File: src/mac_ctrl_pkg.sv
// shared constants, register map and carriers for the mac control block
package mac_ctrl_pkg;
  // register byte offsets
  localparam logic [7:0] CFG_OFF = 8'h00;
  localparam logic [7:0] PAUSE_OFF = 8'h04;
  localparam logic [7:0] WAKE_A_OFF = 8'h08;
  localparam logic [7:0] WAKE_B_OFF = 8'h0c;
  localparam logic [7:0] PMC_OFF = 8'h10;
  localparam logic [7:0] SRC_OFF = 8'h14;
  localparam logic [7:0] STAT_OFF = 8'h18;
  // cfg field positions
  localparam int CFG_FULL_DUPLEX = 0;
  localparam int CFG_SPEED_LO = 1;
  localparam int CFG_BACKOFF_LIMIT_SEL_LO = 3;
  localparam int CFG_RX_PAUSE = 5;
  localparam int CFG_TX_PAUSE = 6;
  localparam int CFG_FWD_PAUSE = 7;
  localparam int CFG_FORCE_PAUSE = 8;
  // pmc field positions
  localparam int PMC_LAN_WAKE = 0;
  localparam int PMC_RES_STS = 1;
  localparam int PMC_RES_EN = 2;
  localparam int PMC_SUSP_LO = 4;
  // wake source bits: exact, pattern, magic, bcast (a); v6, v4 (b)
  localparam int NSRC = 6;
  localparam logic [31:0] CFG_RESET = 32'h0000_0001;
  localparam logic [1:0] SPEED_1000 = 2'h2;
  localparam logic [1:0] SUSP_LIGHT = 2'h1;
  localparam logic [1:0] SUSP_DEEP = 2'h3;
  localparam logic [15:0] PAUSE_RESET = 16'hffff;
  // slot and quantum: 512 bit times
  localparam int SLOT_BITS = 512;
  localparam int CLK_MHZ = 250;
  localparam int SLOT_CYC_10 = SLOT_BITS * CLK_MHZ / 10;
  localparam int SLOT_CYC_100 = SLOT_BITS * CLK_MHZ / 100;
  localparam int SLOT_CYC_1000 = SLOT_BITS * CLK_MHZ / 1000;
  localparam int JAM_CYC = 32 * CLK_MHZ / 100;
  localparam int ATTEMPT_MAX = 16;
  localparam logic [1:0] AXI_OKAY = 2'h0;
  localparam logic [1:0] AXI_SLVERR = 2'h2;

  typedef struct packed {
    logic start;
    logic collision;
    logic late_collision;
    logic done;
  } tx_evt_t;

  typedef struct packed {
    logic pause_valid;
    logic [15:0] pause_quanta;
    logic control_frame;
    logic frame_end;
    logic [5:0] wake_hits;
  } rx_evt_t;
endpackage : mac_ctrl_pkg

File: src/mac_collision_pause_wake_control.sv
// collision, pause flow control and wake gating for the ethernet mac
//
// Decided for this implementation: the AXI4-Lite register port and the placing of the registers.
`timescale 1ns/1ps
module mac_collision_pause_wake_control
  import mac_ctrl_pkg::*;
(
  input wire logic sys_clk_i,
  input wire logic rst_i,
  input wire logic [7:0] s_axi_awaddr_i,
  input wire logic s_axi_awvalid_i,
  output logic s_axi_awready_o,
  input wire logic [31:0] s_axi_wdata_i,
  input wire logic [3:0] s_axi_wstrb_i,
  input wire logic s_axi_wvalid_i,
  output logic s_axi_wready_o,
  output logic [1:0] s_axi_bresp_o,
  output logic s_axi_bvalid_o,
  input wire logic s_axi_bready_i,
  input wire logic [7:0] s_axi_araddr_i,
  input wire logic s_axi_arvalid_i,
  output logic s_axi_arready_o,
  output logic [31:0] s_axi_rdata_o,
  output logic [1:0] s_axi_rresp_o,
  output logic s_axi_rvalid_o,
  input wire logic s_axi_rready_i,
  input wire tx_evt_t tx_evt_i,
  input wire logic collision_pin_i,
  input wire rx_evt_t rx_evt_i,
  input wire logic flow_on_i,
  input wire logic flow_off_i,
  input wire logic resume_i,
  output logic tx_data_allowed_o,
  output logic jam_o,
  output logic frame_replay_o,
  output logic frame_done_o,
  output logic pause_send_o,
  output logic [15:0] pause_send_time_o,
  input wire logic pause_sent_i,
  output logic rx_forward_pause_o,
  output logic rx_normal_enable_o,
  output logic rx_store_wake_frame_o,
  output logic wake_event_o,
  output logic gmii_select_o,
  output logic half_duplex_o
);
  typedef enum logic [1:0] {
    TX_IDLE = 2'b00,
    TX_SEND = 2'b01,
    TX_JAM = 2'b10,
    TX_BACKOFF = 2'b11
  } tx_state_t;

  logic [31:0] cfg_reg;
  logic [15:0] pause_time_reg;
  logic [NSRC-1:0] wake_en_reg;
  logic [NSRC-1:0] wake_sts_reg;
  logic [NSRC-1:0] wake_src_reg;
  logic [5:0] pmc_reg;
  tx_state_t tx_state_reg;
  logic [4:0] attempt_reg;
  logic [19:0] backoff_reg;
  logic [17:0] slot_cnt_reg;
  logic [15:0] lfsr_reg;
  logic [15:0] pause_left_reg;
  logic [15:0] pause_pend_reg;
  logic pause_pend_valid_reg;
  logic auto_armed_reg;
  logic send_req_reg;
  logic [15:0] send_time_reg;
  logic col_s1_reg, col_s2_reg;
  logic res_s1_reg, res_s2_reg, res_s3_reg;
  logic replay_reg, done_reg, wake_evt_reg, late_reg;
  logic aw_hold_reg, w_hold_reg;
  logic [7:0] aw_addr_reg;
  logic [31:0] w_data_reg;
  logic [3:0] w_strb_reg;
  logic [31:0] rdata_reg;
  logic [1:0] rresp_reg, bresp_reg;
  logic bvalid_reg, rvalid_reg;

  logic [1:0] speed;
  logic half_duplex;
  logic [17:0] slot_cycles;
  logic slot_tick;
  logic wr_fire;
  logic resume_pulse;
  logic wake_mode;
  logic [NSRC-1:0] hits;
  logic [NSRC-1:0] en_wdata;
  logic [4:0] bo_exp;
  logic [19:0] bo_mask;

  assign speed = cfg_reg[CFG_SPEED_LO+:2];
  assign half_duplex = !cfg_reg[CFG_FULL_DUPLEX] && (speed != SPEED_1000);
  assign gmii_select_o = (speed == SPEED_1000);
  assign half_duplex_o = half_duplex;

  always_comb begin
    case (speed)
      2'h0: slot_cycles = 18'(SLOT_CYC_10);
      2'h1: slot_cycles = 18'(SLOT_CYC_100);
      default: slot_cycles = 18'(SLOT_CYC_1000);
    endcase
  end

  // free-running slot timer shared by back-off and pause countdowns
  always_ff @(posedge sys_clk_i) begin
    if (rst_i || slot_cnt_reg >= slot_cycles - 18'h1) begin
      slot_cnt_reg <= 18'h0;
    end else begin
      slot_cnt_reg <= slot_cnt_reg + 18'h1;
    end
  end
  assign slot_tick = (slot_cnt_reg == slot_cycles - 18'h1);

  always_ff @(posedge sys_clk_i) begin
    if (rst_i) begin
      lfsr_reg <= 16'hace1;
    end else begin
      lfsr_reg <= {lfsr_reg[14:0],
                   lfsr_reg[15] ^ lfsr_reg[13] ^ lfsr_reg[12] ^ lfsr_reg[10]};
    end
  end

  // collision comes from the phy side, so synchronise it first
  always_ff @(posedge sys_clk_i) begin
    if (rst_i) begin
      col_s1_reg <= 1'b0;
      col_s2_reg <= 1'b0;
      res_s1_reg <= 1'b0;
      res_s2_reg <= 1'b0;
      res_s3_reg <= 1'b0;
    end else begin
      col_s1_reg <= collision_pin_i;
      col_s2_reg <= col_s1_reg;
      res_s1_reg <= resume_i;
      res_s2_reg <= res_s1_reg;
      res_s3_reg <= res_s2_reg;
    end
  end
  assign resume_pulse = res_s2_reg && !res_s3_reg;

  // k = min(attempts, limit); limit field picks 10, 8, 4 or 1
  always_comb begin
    case (cfg_reg[CFG_BACKOFF_LIMIT_SEL_LO+:2])
      2'h0: bo_exp = (attempt_reg > 5'd10) ? 5'd10 : attempt_reg;
      2'h1: bo_exp = (attempt_reg > 5'd8) ? 5'd8 : attempt_reg;
      2'h2: bo_exp = (attempt_reg > 5'd4) ? 5'd4 : attempt_reg;
      default: bo_exp = (attempt_reg > 5'd1) ? 5'd1 : attempt_reg;
    endcase
    bo_mask = (20'h1 << bo_exp) - 20'h1;
  end

  always_ff @(posedge sys_clk_i) begin
    if (rst_i) begin
      tx_state_reg <= TX_IDLE;
      attempt_reg <= 5'h0;
      backoff_reg <= 20'h0;
      replay_reg <= 1'b0;
      late_reg <= 1'b0;
      done_reg <= 1'b0;
    end else begin
      replay_reg <= 1'b0;
      done_reg <= 1'b0;
      case (tx_state_reg)
        TX_IDLE: begin
          if (tx_evt_i.start) begin
            tx_state_reg <= TX_SEND;
          end
        end
        TX_SEND: begin
          // in half duplex a collision halts data and jams; a late one ends the frame
          if (half_duplex && (col_s2_reg || tx_evt_i.collision ||
                              tx_evt_i.late_collision)) begin
            tx_state_reg <= TX_JAM;
            late_reg <= tx_evt_i.late_collision;
            backoff_reg <= 20'(JAM_CYC);
            attempt_reg <= attempt_reg + 5'h1;
          end else if (tx_evt_i.done) begin
            done_reg <= 1'b1;
            attempt_reg <= 5'h0;
            tx_state_reg <= TX_IDLE;
          end
        end
        TX_JAM: begin
          if (backoff_reg != 20'h0) begin
            backoff_reg <= backoff_reg - 20'h1;
          end else if (late_reg ||
                       attempt_reg >= 5'(ATTEMPT_MAX)) begin
            // abandon on excess or late collision
            done_reg <= 1'b1;
            attempt_reg <= 5'h0;
            tx_state_reg <= TX_IDLE;
          end else begin
            backoff_reg <= {4'h0, lfsr_reg} & bo_mask;
            tx_state_reg <= TX_BACKOFF;
          end
        end
        TX_BACKOFF: begin
          if (backoff_reg == 20'h0) begin
            // replay the frame from the fifo
            replay_reg <= 1'b1;
            tx_state_reg <= TX_SEND;
          end else if (slot_tick) begin
            backoff_reg <= backoff_reg - 20'h1;
          end
        end
        default: tx_state_reg <= TX_IDLE;
      endcase
    end
  end
  assign jam_o = (tx_state_reg == TX_JAM) && (backoff_reg != 20'h0);
  assign frame_replay_o = replay_reg;
  assign frame_done_o = done_reg;

  // pause request latched with quanta value
  // held pending while a frame is in flight
  always_ff @(posedge sys_clk_i) begin
    if (rst_i) begin
      pause_pend_valid_reg <= 1'b0;
      pause_pend_reg <= 16'h0;
      pause_left_reg <= 16'h0;
    end else begin
      if (rx_evt_i.pause_valid && cfg_reg[CFG_RX_PAUSE]) begin
        pause_pend_valid_reg <= 1'b1;
        pause_pend_reg <= rx_evt_i.pause_quanta;
      end else if (pause_pend_valid_reg && tx_state_reg == TX_IDLE) begin
        pause_pend_valid_reg <= 1'b0;
      end
      if (pause_pend_valid_reg && tx_state_reg == TX_IDLE) begin
        pause_left_reg <= pause_pend_reg;
      end else if (slot_tick && pause_left_reg != 16'h0) begin
        pause_left_reg <= pause_left_reg - 16'h1;
      end
    end
  end
  // data frame starts blocked while paused
  assign tx_data_allowed_o = (pause_left_reg == 16'h0) &&
                             !(pause_pend_valid_reg &&
                               tx_state_reg == TX_IDLE);
  // control frames kept unless forwarding is on
  assign rx_forward_pause_o = cfg_reg[CFG_FWD_PAUSE];

  // force, automatic on and off pause
  always_ff @(posedge sys_clk_i) begin
    if (rst_i) begin
      send_req_reg <= 1'b0;
      send_time_reg <= 16'h0;
      auto_armed_reg <= 1'b1;
    end else begin
      if (send_req_reg && pause_sent_i) begin
        send_req_reg <= 1'b0;
      end
      if (wr_fire && aw_addr_reg == CFG_OFF && w_strb_reg[1] &&
          w_data_reg[CFG_FORCE_PAUSE]) begin
        send_req_reg <= 1'b1;
        send_time_reg <= pause_time_reg;
      end else if (cfg_reg[CFG_TX_PAUSE] && flow_on_i && auto_armed_reg) begin
        send_req_reg <= 1'b1;
        send_time_reg <= pause_time_reg;
        auto_armed_reg <= 1'b0;
      end else if (cfg_reg[CFG_TX_PAUSE] && flow_off_i && !auto_armed_reg) begin
        send_req_reg <= 1'b1;
        send_time_reg <= 16'h0;
        auto_armed_reg <= 1'b1;
      end
    end
  end
  assign pause_send_o = send_req_reg;
  assign pause_send_time_o = send_time_reg;

  // wake gating on global enable, any source enable and light or deep suspend
  assign wake_mode = pmc_reg[PMC_LAN_WAKE] && (|wake_en_reg) &&
                     (pmc_reg[PMC_SUSP_LO+:2] == SUSP_LIGHT ||
                      pmc_reg[PMC_SUSP_LO+:2] == SUSP_DEEP);
  assign hits = rx_evt_i.frame_end && wake_mode ?
                (rx_evt_i.wake_hits & wake_en_reg) : '0;
  // normal receive off while any enable is set
  assign rx_normal_enable_o = ~|wake_en_reg;
  // keep the triggering frame in deep suspend
  assign rx_store_wake_frame_o = (|hits) &&
                                 (pmc_reg[PMC_SUSP_LO+:2] == SUSP_DEEP);

  // enable write lanes: a takes data[3:0], b takes data[1:0]
  assign en_wdata = {w_data_reg[1:0], w_data_reg[3:0]};
  // wake status: hardware set wins over software clear
  genvar gi;
  generate
    for (gi = 0; gi < NSRC; gi++) begin : g_wake
      always_ff @(posedge sys_clk_i) begin
        if (rst_i) begin
          wake_sts_reg[gi] <= 1'b0;
          wake_src_reg[gi] <= 1'b0;
          wake_en_reg[gi] <= 1'b0;
        end else begin
          if (hits[gi]) begin
            wake_sts_reg[gi] <= 1'b1;
          end else if (resume_pulse && pmc_reg[PMC_RES_STS]) begin
            wake_sts_reg[gi] <= 1'b0;
          end else if (wr_fire && w_strb_reg[0] &&
                       ((gi < 4 && aw_addr_reg == WAKE_A_OFF &&
                         w_data_reg[gi+4]) ||
                        (gi >= 4 && aw_addr_reg == WAKE_B_OFF &&
                         w_data_reg[gi])))
          begin
            wake_sts_reg[gi] <= 1'b0;
          end
          if (|hits) begin
            wake_src_reg[gi] <= hits[gi];
          end
          if (resume_pulse && pmc_reg[PMC_RES_EN]) begin
            wake_en_reg[gi] <= 1'b0;
          end else if (wr_fire && w_strb_reg[0] && gi < 4 &&
                       aw_addr_reg == WAKE_A_OFF) begin
            wake_en_reg[gi] <= en_wdata[gi];
          end else if (wr_fire && w_strb_reg[0] && gi >= 4 &&
                       aw_addr_reg == WAKE_B_OFF) begin
            wake_en_reg[gi] <= en_wdata[gi];
          end
        end
      end
    end
  endgenerate

  // one-cycle wake event to the host side
  always_ff @(posedge sys_clk_i) begin
    if (rst_i) begin
      wake_evt_reg <= 1'b0;
    end else begin
      wake_evt_reg <= |hits;
    end
  end
  assign wake_event_o = wake_evt_reg;

  // axi4-lite write: address and data may arrive in either order
  assign s_axi_awready_o = !aw_hold_reg && !s_axi_bvalid_o;
  assign s_axi_wready_o = !w_hold_reg && !s_axi_bvalid_o;
  assign wr_fire = aw_hold_reg && w_hold_reg && !bvalid_reg;
  always_ff @(posedge sys_clk_i) begin
    if (rst_i) begin
      aw_hold_reg <= 1'b0;
      w_hold_reg <= 1'b0;
      aw_addr_reg <= 8'h0;
      w_data_reg <= 32'h0;
      w_strb_reg <= 4'h0;
      bvalid_reg <= 1'b0;
      bresp_reg <= AXI_OKAY;
    end else begin
      if (s_axi_awvalid_i && s_axi_awready_o) begin
        aw_hold_reg <= 1'b1;
        aw_addr_reg <= {s_axi_awaddr_i[7:2], 2'h0};
      end
      if (s_axi_wvalid_i && s_axi_wready_o) begin
        w_hold_reg <= 1'b1;
        w_data_reg <= s_axi_wdata_i;
        w_strb_reg <= s_axi_wstrb_i;
      end
      if (wr_fire) begin
        aw_hold_reg <= 1'b0;
        w_hold_reg <= 1'b0;
        bvalid_reg <= 1'b1;
        bresp_reg <= (aw_addr_reg <= STAT_OFF) ? AXI_OKAY : AXI_SLVERR;
      end else if (bvalid_reg && s_axi_bready_i) begin
        bvalid_reg <= 1'b0;
      end
    end
  end
  assign s_axi_bvalid_o = bvalid_reg;
  assign s_axi_bresp_o = bresp_reg;

  // config registers; force bit is self-clearing so never stored
  always_ff @(posedge sys_clk_i) begin
    if (rst_i) begin
      cfg_reg <= CFG_RESET;
      pause_time_reg <= PAUSE_RESET;
      pmc_reg <= 6'h0;
    end else if (wr_fire) begin
      if (aw_addr_reg == CFG_OFF && w_strb_reg[0]) begin
        cfg_reg[7:0] <= w_data_reg[7:0];
      end
      if (aw_addr_reg == PAUSE_OFF && w_strb_reg[0]) begin
        pause_time_reg[7:0] <= w_data_reg[7:0];
      end
      if (aw_addr_reg == PAUSE_OFF && w_strb_reg[1]) begin
        pause_time_reg[15:8] <= w_data_reg[15:8];
      end
      if (aw_addr_reg == PMC_OFF && w_strb_reg[0]) begin
        pmc_reg <= w_data_reg[5:0];
      end
    end
  end

  assign s_axi_arready_o = !rvalid_reg;
  always_ff @(posedge sys_clk_i) begin
    if (rst_i) begin
      rvalid_reg <= 1'b0;
      rdata_reg <= 32'h0;
      rresp_reg <= AXI_OKAY;
    end else if (s_axi_arvalid_i && !rvalid_reg) begin
      rvalid_reg <= 1'b1;
      rresp_reg <= AXI_OKAY;
      case ({s_axi_araddr_i[7:2], 2'h0})
        CFG_OFF: rdata_reg <= {23'h0, 1'b0, cfg_reg[7:0]};
        PAUSE_OFF: rdata_reg <= {16'h0, pause_time_reg};
        WAKE_A_OFF: rdata_reg <= {24'h0, wake_sts_reg[3:0],
                                  wake_en_reg[3:0]};
        WAKE_B_OFF: rdata_reg <= {24'h0, wake_sts_reg[5:4], 2'h0,
                                  2'h0, wake_en_reg[5:4]};
        PMC_OFF: rdata_reg <= {26'h0, pmc_reg};
        SRC_OFF: rdata_reg <= {26'h0, wake_src_reg};
        STAT_OFF: rdata_reg <= {9'h0, auto_armed_reg, tx_state_reg,
                                pause_left_reg, attempt_reg[3:0]};
        default: begin
          rdata_reg <= 32'h0;
          rresp_reg <= AXI_SLVERR;
        end
      endcase
    end else if (rvalid_reg && s_axi_rready_i) begin
      rvalid_reg <= 1'b0;
    end
  end
  assign s_axi_rvalid_o = rvalid_reg;
  assign s_axi_rdata_o = rdata_reg;
  assign s_axi_rresp_o = rresp_reg;
endmodule : mac_collision_pause_wake_control

File: config.mk
export PLATFORM = sky130hd
export DESIGN_NAME = mac_collision_pause_wake_control
export DESIGN_NICKNAME = d
export VERILOG_FILES = /design/src/mac_ctrl_pkg.sv /design/src/mac_collision_pause_wake_control.sv
export SDC_FILE = /design/constraint.sdc
export NUM_CORES = 1
export LEC_CHECK = 0
export BUFFER_PORTS_ARGS = -buffer_cell sky130_fd_sc_hd__buf_2
export CORE_MARGIN = 1
export CORE_UTILIZATION = 53
export CTS_BUF_LIST = sky130_fd_sc_hd__clkbuf_4
export DETAILED_ROUTE_END_ITERATION = 6
export PLACE_DENSITY = 0.79
export SETUP_SLACK_MARGIN = 0.02
export SYNTH_ARGS = -nofsm -noshare
export SYNTH_HDL_FRONTEND = slang
export SYNTH_SLANG_ARGS = --single-unit
export TNS_END_PERCENT = 10
File: constraint.sdc
create_clock -name sys_clk_i -period 3.06 [get_ports sys_clk_i]
set_input_delay 0.612 -clock sys_clk_i [delete_from_list [all_inputs] [get_ports sys_clk_i]]
set_output_delay 0.612 -clock sys_clk_i [all_outputs]
set_load 0.01 [all_outputs]
==> results.ini, run 1 <==
[sta]
maxSlewViolCount=0
min_period_ns=3.17
fin_crit_sh_pct=104
fin_ws_ns=-0.110
slew_headroom_pct=38.8
rsz0062_at_grt=yes
max_freq_mhz=316
finalHoldViolCount=0
skew_ns=0.0731
finalSetupViolations=1
tns_ns=-0.110
worstMarginPinSlew_ns=0.917

[synth]
ys_warn_count=0
yosys.area_share.xor_xnor_pct=3.10
synthMuxAreaShare_pct=3.04
async_flop_share_pct=0
seq_area_frac_synth_pct=44.9
synth_simple_gate_area_share_pct=24.3
synth_adder_area_share_pct=2.27
synth_top_family_by_area=simple AND/OR/NAND/NOR gates
syn_inst=1192
synth.distinct_cells=64
ys_seq_elements=222
synth-main-ff-cell=dfxtp_1
syn-cell-area_mm2=0.00990
avgSynthCellArea_um2=8.31
synth_compound_area_share_pct=17.7
synth-edff-count=0

[global_routing]
grt_usage_pct=26.0
grt_antenna_before_repair=1
grt_first_pass_wirelength_um=41300
grt_max_degree=138
grt_pass1_vias=8392
grt_remaining_overflow=0

[place]
portBuffers=126
hpwlAfterDp_um=17600
place_area_mm2=0.0109
routabilityCongestion=0.894

[clock_tree]
cts.clk_slew.worst_paths_ns=0.07
root_buffer=clkbuf_4
cts_tree=built
clk_latency_ns=0.68
clock_sinks=222
post_cts_buffers=0
htreeDepth=2
clockBufferDepth=3
hold_buffers=0
cts_buffers=57

[floorplan]
die_w_um=139
start_util_pct=54.6
row_count=49
dieHeight_um=139
core-area_mm2=0.0181
ios=161
dieArea_mm2=0.0192

[route]
drt-total-wl_um=25300
drc=8
vias=9156
antenna_left=0
viasPerCell=5.63
drt_iter0_markers=724
dr.pass1.iters=7
wl_per_cell_um=15.6

[run]
maxCapViolCount=0

[setup_path]
reg2reg_slack_ns=0.01
max_stage_delay_ns=0.55
crit_path_top_delay_cell=or4_4
cp_max_fo=7
crit_path_cell_trace=or4_4, or4_4, nor3_4, and3_4, buf_2
r2r_end=backoff_reg[8]
crit_path_start_kind=flop
critPathArrivalTime_ns=2.56
path_common_cell=or4_4
worst_setup_path_end_kind=primary output
ff2ff_path_depth=13
rr_startpoint=attempt_reg[0]
crit_required_ns=2.45
crit_type=flop to primary output

[power]
powerDensity_mw_per_mm2=526
power.leakage_nw=4.76
ir_drop_uv=364
finalPower_mw=6.12

[final_layout]
largest_reg_flops=23
mostFrequentLayoutCells=dfxtp_1, nor2_1, buf_2
final_common_cell=dfxtp_1
seqCellArea_mm2=0.00445
drive_above_1_share_pct=20.3
fill_cells=1539
multi_input_area_mm2=0.00509
area_growth_pct=17.7
nNetsFinal=1462
fin_area_mm2=0.0117

[min_path]
hold_end=res_s1_reg
worstHoldStart=resume_i
whs_path_depth=2
hp-class=primary input to flop

[outcome]
status=complete, but fails checks
violations=design-rule violations, negative setup slack

## per-layer routing
metal	vias up	GRT usage, %	wire length [um]
met5	-	0	0
met4	0	8.60	441
met3	41	5.66	1800
met2	317	42.0	11800
met1	4251	34.4	11300
li1	4547	-	-
## cell type report
| type | instances | share of cell area, % |
|---|---|---|
| tap | 229 | 2.46 |
| inverter | 29 | 0.934 |
| clock buffer | 81 | 5.22 |
| timing repair buffer | 167 | 8.43 |
| multi-input combinational | 874 | 43.7 |
| clock inverter | 23 | 1.06 |
| sequential | 222 | 38.2 |
| antenna | 1 | 0.0215 |
## stage by stage
stage	cells	hold slack [ns]	util (%)	setup slack, ns
floorplan	1206	0.408	-	0.0229
global placement	1521	0.416	60.0	0.147
detailed placement	1521	0.425	60.0	0.0801
CTS	1625	0.108	64.1	-0.144
global route	1626	0.125	64.2	-0.219
finish	1626	0.147	64.2	-0.110
## kinds of logic (layout without fill, tap and decap cells)
| group | count (synthesis) | count (layout) |
|---|---|---|
| compound gates | 274 | 274 |
| xor+xnor | 35 | 35 |
| fa+ha+maj | 18 | 18 |
| buf+inv | 110 | 300 |
| flops | 222 | 222 |
| mux | 30 | 30 |
| other cells | 2 | 17 |
| simple gates | 501 | 501 |
## power breakdown
| group | internal (mW) | switching [mW] | leakage [nW] |
|---|---|---|---|
| sequential | 2.95 | 0.0550 | 1.80 |
| combinational | 0.245 | 0.351 | 2.52 |
| clock | 1.31 | 1.21 | 0.430 |
| total | 4.51 | 1.61 | 4.76 |
## Yosys cell counts (all sizes together) (2+ instances only)
cell,n,area (um^2)
nand3,28,140
nand2b,14,87.6
o22ai,3,18.8
conb,2,7.51
nor3,42,210
a222oi,3,30.0
buf,14,95.1
nand3b,6,45.0
and2,4,25.0
a211o,18,158
o21ai,35,175
nor4,18,131
o21a,2,15.0
mux2i,29,290
xnor2,20,175
a211oi,20,150
or2,13,81.3
or4,14,116
nor3b,6,50.1
nand4,11,68.8
ha,18,225
clkbuf,67,251
inv,29,109
a311oi,6,52.6
or3,10,66.3
and3,15,93.8
xor2,15,131
dfxtp,222,4440
a22oi,41,308
a31oi,18,113
o32ai,2,17.5
a221oi,2,17.5
a21oi,102,510
o211ai,4,30.0
nor2,165,619
a21o,5,37.5
nor2b,26,163
nand2,124,465
## worst max-delay path, delay by kind of cell, from the launching register on
family                 cells  cell delay (ns)
flip-flops                 1             0.35
AND/OR/NAND/NOR            4             1.40
buffers and inverters      1             0.13
## how the worst max path moves through the flow
stage	from	to	slack, ns	cells after the start
floorplan	attempt_reg[0]	backoff_reg[8]	0.02	15
global placement	attempt_reg[0]	backoff_reg[8]	0.15	13
detailed placement	attempt_reg[0]	backoff_reg[8]	0.08	13
CTS	pause_left_reg[6]	tx_data_allowed_o	-0.14	5
global route	pause_left_reg[6]	tx_data_allowed_o	-0.22	5
finish	pause_left_reg[6]	tx_data_allowed_o	-0.11	5
## repair_timing
| action | CTS | global route |
|---|---|---|
| gates cloned | 0 | 0 |
| resized for setup | 6 | 2 |
| pin swaps | 1 | 1 |
| endpoints found under the hold margin | 0 | 0 |
| setup endpoints to repair | 2 | 7 |
Power figures use the tool's default switching activity.
==> run 2: changes to the inputs <==
REMOVE_ABC_BUFFERS = 1   (was not set)
==> run 2 against run 1 <==
Effect of this change:
- the flow still finishes with violations (design-rule violations, negative setup slack)
- die area stayed put
- non-clock buffer count fell by 3
- final area down 0.78%
- clock power decreased by 7%
- combinational power barely moved
- clock skew is 0.0054 ns higher
- worst hold slack lost 0.030 ns
==> results.ini, run 2 (synthesis results as in run 1) <==
[sta]
fin_ws_ns=-0.0865  ; +0.0230 ns
rsz0062_at_grt=yes
min_period_ns=3.15  ; -0.0230 ns
finalSetupViolations=2  ; +1
finalHoldViolCount=0  ; unchanged
worstMarginPinSlew_ns=0.742  ; -0.175 ns
max_freq_mhz=318  ; +0.73%
maxSlewViolCount=0  ; unchanged
skew_ns=0.0784  ; +0.00538 ns
fin_crit_sh_pct=103  ; -0.75 points
slew_headroom_pct=50.3  ; +12 points

[setup_path]
critPathArrivalTime_ns=2.53  ; -0.03 ns
reg2reg_slack_ns=0.08  ; +0.07 ns
crit_type=flop to primary output
worst_setup_path_end_kind=primary output
crit_path_top_delay_cell=or4_4
crit_required_ns=2.45  ; about the same
max_stage_delay_ns=0.56  ; about the same
crit_path_cell_trace=or4_4, or4_4, nor3_4, and3_4, buf_2
rr_startpoint=attempt_reg[1]
cp_max_fo=7  ; unchanged
path_common_cell=or4_4
r2r_end=backoff_reg[8]
ff2ff_path_depth=12  ; -1
crit_path_start_kind=flop
critPathBufInv=1  ; unchanged
path_delay_family=simple AND/OR/NAND/NOR gates

[floorplan]
dieArea_mm2=0.0192  ; unchanged
row_count=49  ; unchanged
dieHeight_um=139  ; unchanged
ios=161  ; unchanged
die_w_um=139  ; unchanged
start_util_pct=54.6  ; unchanged
core-area_mm2=0.0181  ; unchanged

[final_layout]
instances_no_fill=1613  ; -0.80%
largest_reg_flops=23  ; unchanged
area_growth_pct=16.7
nNetsFinal=1458  ; -0.27%
mostFrequentLayoutCells=dfxtp_1, nor2_1, buf_2
final_common_cell=dfxtp_1
drive_above_1_share_pct=20.1  ; -0.24 points

[clock_tree]
cts.clk_slew.worst_paths_ns=0.06  ; about the same
cts_buffers=56  ; -1.8%
clk_latency_ns=0.70  ; +0.02 ns
hold_buffers=0  ; unchanged
clockBufferDepth=3  ; unchanged
htreeDepth=2  ; unchanged
root_buffer=clkbuf_4
clock_sinks=222  ; unchanged
cts_tree=built

[place]
routabilityCongestion=0.893  ; -0.16%
placed_cells=1518  ; -0.20%
pre_cts_slack_ns=0.0679  ; -0.0122 ns
portBuffers=126  ; unchanged
hpwlAfterDp_um=17400  ; -0.61%

[power]
p_sw_mw=1.58  ; -2.2%
ir_drop_uv=397  ; +9.1%
switching_share_pct=26.5  ; +0.16 points
clockPowerShare_pct=39.5  ; -1.7 points
p_seq_share_pct=50.5  ; +1.4 points
powerDensity_mw_per_mm2=515  ; -2.0%
p_int_mw=4.38  ; -3.0%
p_comb_share_pct=10.0  ; +0.3 points
power.leakage_nw=4.70  ; -1.2%
finalPower_mw=5.95  ; -2.7%

[min_path]
worstHoldStart=resume_i
hold_end=res_s1_reg
hp-class=primary input to flop
whs_path_depth=2  ; unchanged

[run]
maxCapViolCount=0  ; unchanged

[route]
drt-total-wl_um=25000  ; -1.1%
dr.pass1.iters=7  ; unchanged
wl_per_cell_um=15.5  ; -0.28%
vias=9197  ; +0.45%
viasPerCell=5.70  ; +1.3%
drc=5  ; -3
antenna_left=0  ; unchanged
drt_iter0_markers=673  ; -7.0%

[global_routing]
grt_antenna_before_repair=1  ; unchanged
grt_remaining_overflow=0  ; unchanged
grt_pass1_vias=8533  ; +1.7%
grt_usage_pct=25.7  ; -0.21 points
grt_first_pass_wirelength_um=40700  ; -1.6%
grt_max_degree=108  ; -22%

[outcome]
status=complete, but fails checks
violations=design-rule violations, negative setup slack

==> run 2: cell count changes in the layout (fill, tap and decap cells not counted), sizes merged <==
cell | previous run | this run
buf | 167 | 164
clkinvlp | 0 | 1
inv | 31 | 30
clkbuf | 81 | 79
bufinv | 1 | 0
clkinv | 20 | 13
==> run 2: layer usage <==
layer / track usage [%] / part of all wire [%] / vias up
met5: 0 / 0 / -
met3: 6.32 / 7.0 / 60
li1: - / - / 4509
met4: 12.3 / 3.0 / 0
met1: 32.0 / 44 / 4292
met2: 42.0 / 46 / 336
==> run 2: through the flow <==
step / hold slack, ns / area (um^2) / TNS, ns / util (%)
after floorplan: 0.408 / 9610 / -0.0771 / -
after global placement: 0.414 / 10800 / 0 / 59.7
after detailed placement: 0.422 / 10800 / 0 / 59.7
after CTS: 0.0844 / 11500 / -0.159 / 63.5
after global routing: 0.123 / 11600 / -0.692 / 63.7
final: 0.118 / 11600 / -0.122 / 63.7
==> run 2: cell type report <==
class                      instances  area [um^2]
clock inverter                    15         68.8
multi-input combinational        874         5110
inverter                          29          109
clock buffer                      79          593
fill                            1556         6590
antenna                            1         2.50
sequential                       222         4450
tap                              229          287
timing repair buffer             164          947
==> run 2: power groups by stage <==
stage	Combinational (mW)	Clock, mW	Sequential, mW
after floorplan	0.320	0	3.06
after global placement	0.556	0	3.07
after detailed placement	0.566	0	3.07
after CTS	0.571	2.41	3.01
after global routing	0.653	2.57	3.01
final	0.593	2.35	3.01
==> run 2: worst max-delay path by stage <==
stage                       from                end  slack (ns)  depth (start not counted)
6_report       pause_left_reg[6]  tx_data_allowed_o       -0.09                          5
5_1_grt        pause_left_reg[6]  tx_data_allowed_o       -0.20                          5
4_1_cts        pause_left_reg[6]  tx_data_allowed_o       -0.11                          5
3_5_place_dp      attempt_reg[1]     backoff_reg[8]        0.07                         12
3_3_place_gp      attempt_reg[1]     backoff_reg[8]        0.13                         12
2_1_floorplan     attempt_reg[3]     backoff_reg[8]       -0.08                         11
==> run 2: what timing repair did <==
action / CTS / global route
pin swaps: 1 / 1
resized for setup: 6 / 4
setup endpoints to repair: 3 / 6
setup buffers: 0 / 0
gates cloned: 0 / 0
==> run 3: changes to the inputs <==
SETUP_SLACK_MARGIN = not set   (was 0.02)
==> run 3 against run 2 <==
Effect of this change:
- the run still ends with design-rule violations, negative setup slack left
- maximum frequency barely moved
- critical path depth stayed put
- final area barely moved
- global-route usage about the same
- power is essentially flat
- setup slack is essentially flat
- critical path type unchanged
==> results.ini, run 3 (synthesis results as in run 1) <==
[power]
power.leakage_nw=4.70  ; about the same
ir_drop_uv=397  ; about the same
p_sw_mw=1.58  ; about the same
p_seq_share_pct=50.5  ; about the same
switching_share_pct=26.5  ; about the same
clockPowerShare_pct=39.5  ; about the same
p_comb_share_pct=9.9  ; about the same
powerDensity_mw_per_mm2=515  ; about the same
p_int_mw=4.37  ; about the same

[final_layout]
area_growth_pct=16.7  ; about the same
fill_cells=1558  ; +0.13%
mostFrequentLayoutCells=dfxtp_1, nor2_1, buf_2
drive_above_1_share_pct=20.0  ; -0.072 points
finalCoreUtilization_pct=63.7  ; about the same
largest_reg_flops=23  ; unchanged
nNetsFinal=1458  ; unchanged
final_common_cell=dfxtp_1

[global_routing]
grt_usage_pct=25.7  ; about the same
grt_max_degree=108  ; unchanged
grt_first_pass_wirelength_um=40600  ; about the same
grt_remaining_overflow=0  ; unchanged
grt_antenna_before_repair=1  ; unchanged
grt_pass1_vias=8533  ; unchanged

[place]
hpwlAfterDp_um=17400  ; unchanged
pre_cts_slack_ns=0.0679  ; unchanged
routabilityCongestion=0.893  ; unchanged
portBuffers=126  ; unchanged

[clock_tree]
htreeDepth=2  ; unchanged
cts_buffers=56  ; unchanged
clock_sinks=222  ; unchanged
hold_buffers=0  ; unchanged
clockBufferDepth=3  ; unchanged
cts_tree=built
clk_latency_ns=0.70  ; about the same
root_buffer=clkbuf_4
cts.clk_slew.worst_paths_ns=0.06  ; about the same

[setup_path]
worst_setup_path_end_kind=primary output
cp_max_fo=7  ; unchanged
ff2ff_path_depth=12  ; unchanged
reg2reg_slack_ns=0.08  ; about the same
rr_startpoint=attempt_reg[1]
crit_required_ns=2.45  ; about the same
r2r_end=backoff_reg[8]
crit_path_start_kind=flop
critPathArrivalTime_ns=2.53  ; about the same
crit_type=flop to primary output

[min_path]
worstHoldStart=resume_i
hp-class=primary input to flop
whs_path_depth=2  ; unchanged
hold_end=res_s1_reg

[floorplan]
start_util_pct=54.6  ; unchanged
dieArea_mm2=0.0192  ; unchanged
ios=161  ; unchanged
dieHeight_um=139  ; unchanged
die_w_um=139  ; unchanged
core-area_mm2=0.0181  ; unchanged
row_count=49  ; unchanged

[route]
wl_per_cell_um=15.5  ; +0.14%
drt_iter0_markers=674  ; +0.15%
vias=9208  ; +0.12%
viasPerCell=5.71  ; +0.12%
dr.pass1.iters=7  ; unchanged
drc=4  ; -1
drt-total-wl_um=25100  ; +0.14%
antenna_left=0  ; unchanged

[sta]
skew_ns=0.0786  ; +0.000165 ns
maxSlewViolCount=0  ; unchanged
finalSetupViolations=2  ; unchanged
rsz0062_at_grt=yes
min_period_ns=3.15  ; +0.000166 ns
fin_crit_sh_pct=103  ; about the same
finalHoldViolCount=0  ; unchanged
tns_ns=-0.124  ; -0.00115 ns
fin_ws_ns=-0.0867  ; -0.000166 ns
max_freq_mhz=318  ; about the same
worstMarginPinSlew_ns=0.744  ; +0.00187 ns
slew_headroom_pct=50.2  ; -0.13 points

[outcome]
violations=design-rule violations, negative setup slack
status=complete, but fails checks

[run]
maxCapViolCount=0  ; unchanged

## run 3: cell types whose count changed in the layout (fill, tap and decap cells not counted)
cell   before  now
or4_1      10   11
or4_4       4    3
## run 3: metrics by stage
stage | instances | cell area [um^2] | hold slack, ns | power, mW
after floorplan | 1125 | 9610 | 0.408 | 3.38
after global placement | 1518 | 10800 | 0.414 | 3.62
after detailed placement | 1518 | 10800 | 0.422 | 3.64
after CTS | 1612 | 11500 | 0.0844 | 5.99
after global routing | 1613 | 11600 | 0.123 | 6.23
final | 1613 | 11600 | 0.116 | 5.95
## run 3: worst max path at each step
stage,from,endpoint
floorplan,attempt_reg[3],backoff_reg[8]
global placement,attempt_reg[1],backoff_reg[8]
detailed placement,attempt_reg[1],backoff_reg[8]
CTS,pause_left_reg[6],tx_data_allowed_o
global route,pause_left_reg[6],tx_data_allowed_o
finish,pause_left_reg[6],tx_data_allowed_o
## run 3: final cells by class
class | instances | area, um^2 | share of cell area (%)
antenna | 1 | 2.50 | 0.0217
clock buffer | 79 | 593 | 5.13
clock inverter | 15 | 68.8 | 0.595
inverter | 29 | 109 | 0.942
multi-input combinational | 874 | 5100 | 44.2
sequential | 222 | 4450 | 38.5
tap | 229 | 287 | 2.48
timing repair buffer | 164 | 947 | 8.20
## run 3: critical path, stage by stage (launching register included)
cell,delay [ns]
dfxtp_2,0.35
or4_4,0.56
or4_4,0.46
nor3_4,0.15
and3_4,0.21
buf_2,0.12
## run 3: power by group through the flow
stage                     combinational (mW)  sequential, mW  clock [mW]
final                                  0.591            3.01        2.35
after detailed placement               0.566            3.07           0
after global routing                   0.652            3.01        2.57
after floorplan                        0.320            3.06           0
after global placement                 0.556            3.07           0
after CTS                              0.570            3.01        2.41
## run 3: repair_timing
action	in CTS	in global routing
setup buffers	0	0
resized for setup	5	4
setup endpoints to repair	2	6
pin swaps	1	1
## run 3: layer usage
layer	share of wire [%]	vias up	wire length, um	track usage, %
met5	0	-	0	0
met2	46	351	11600	42.0
met1	44	4286	10900	32.0
li1	-	4508	-	-
met4	3.0	0	762	12.3
met3	7.0	63	1770	6.32
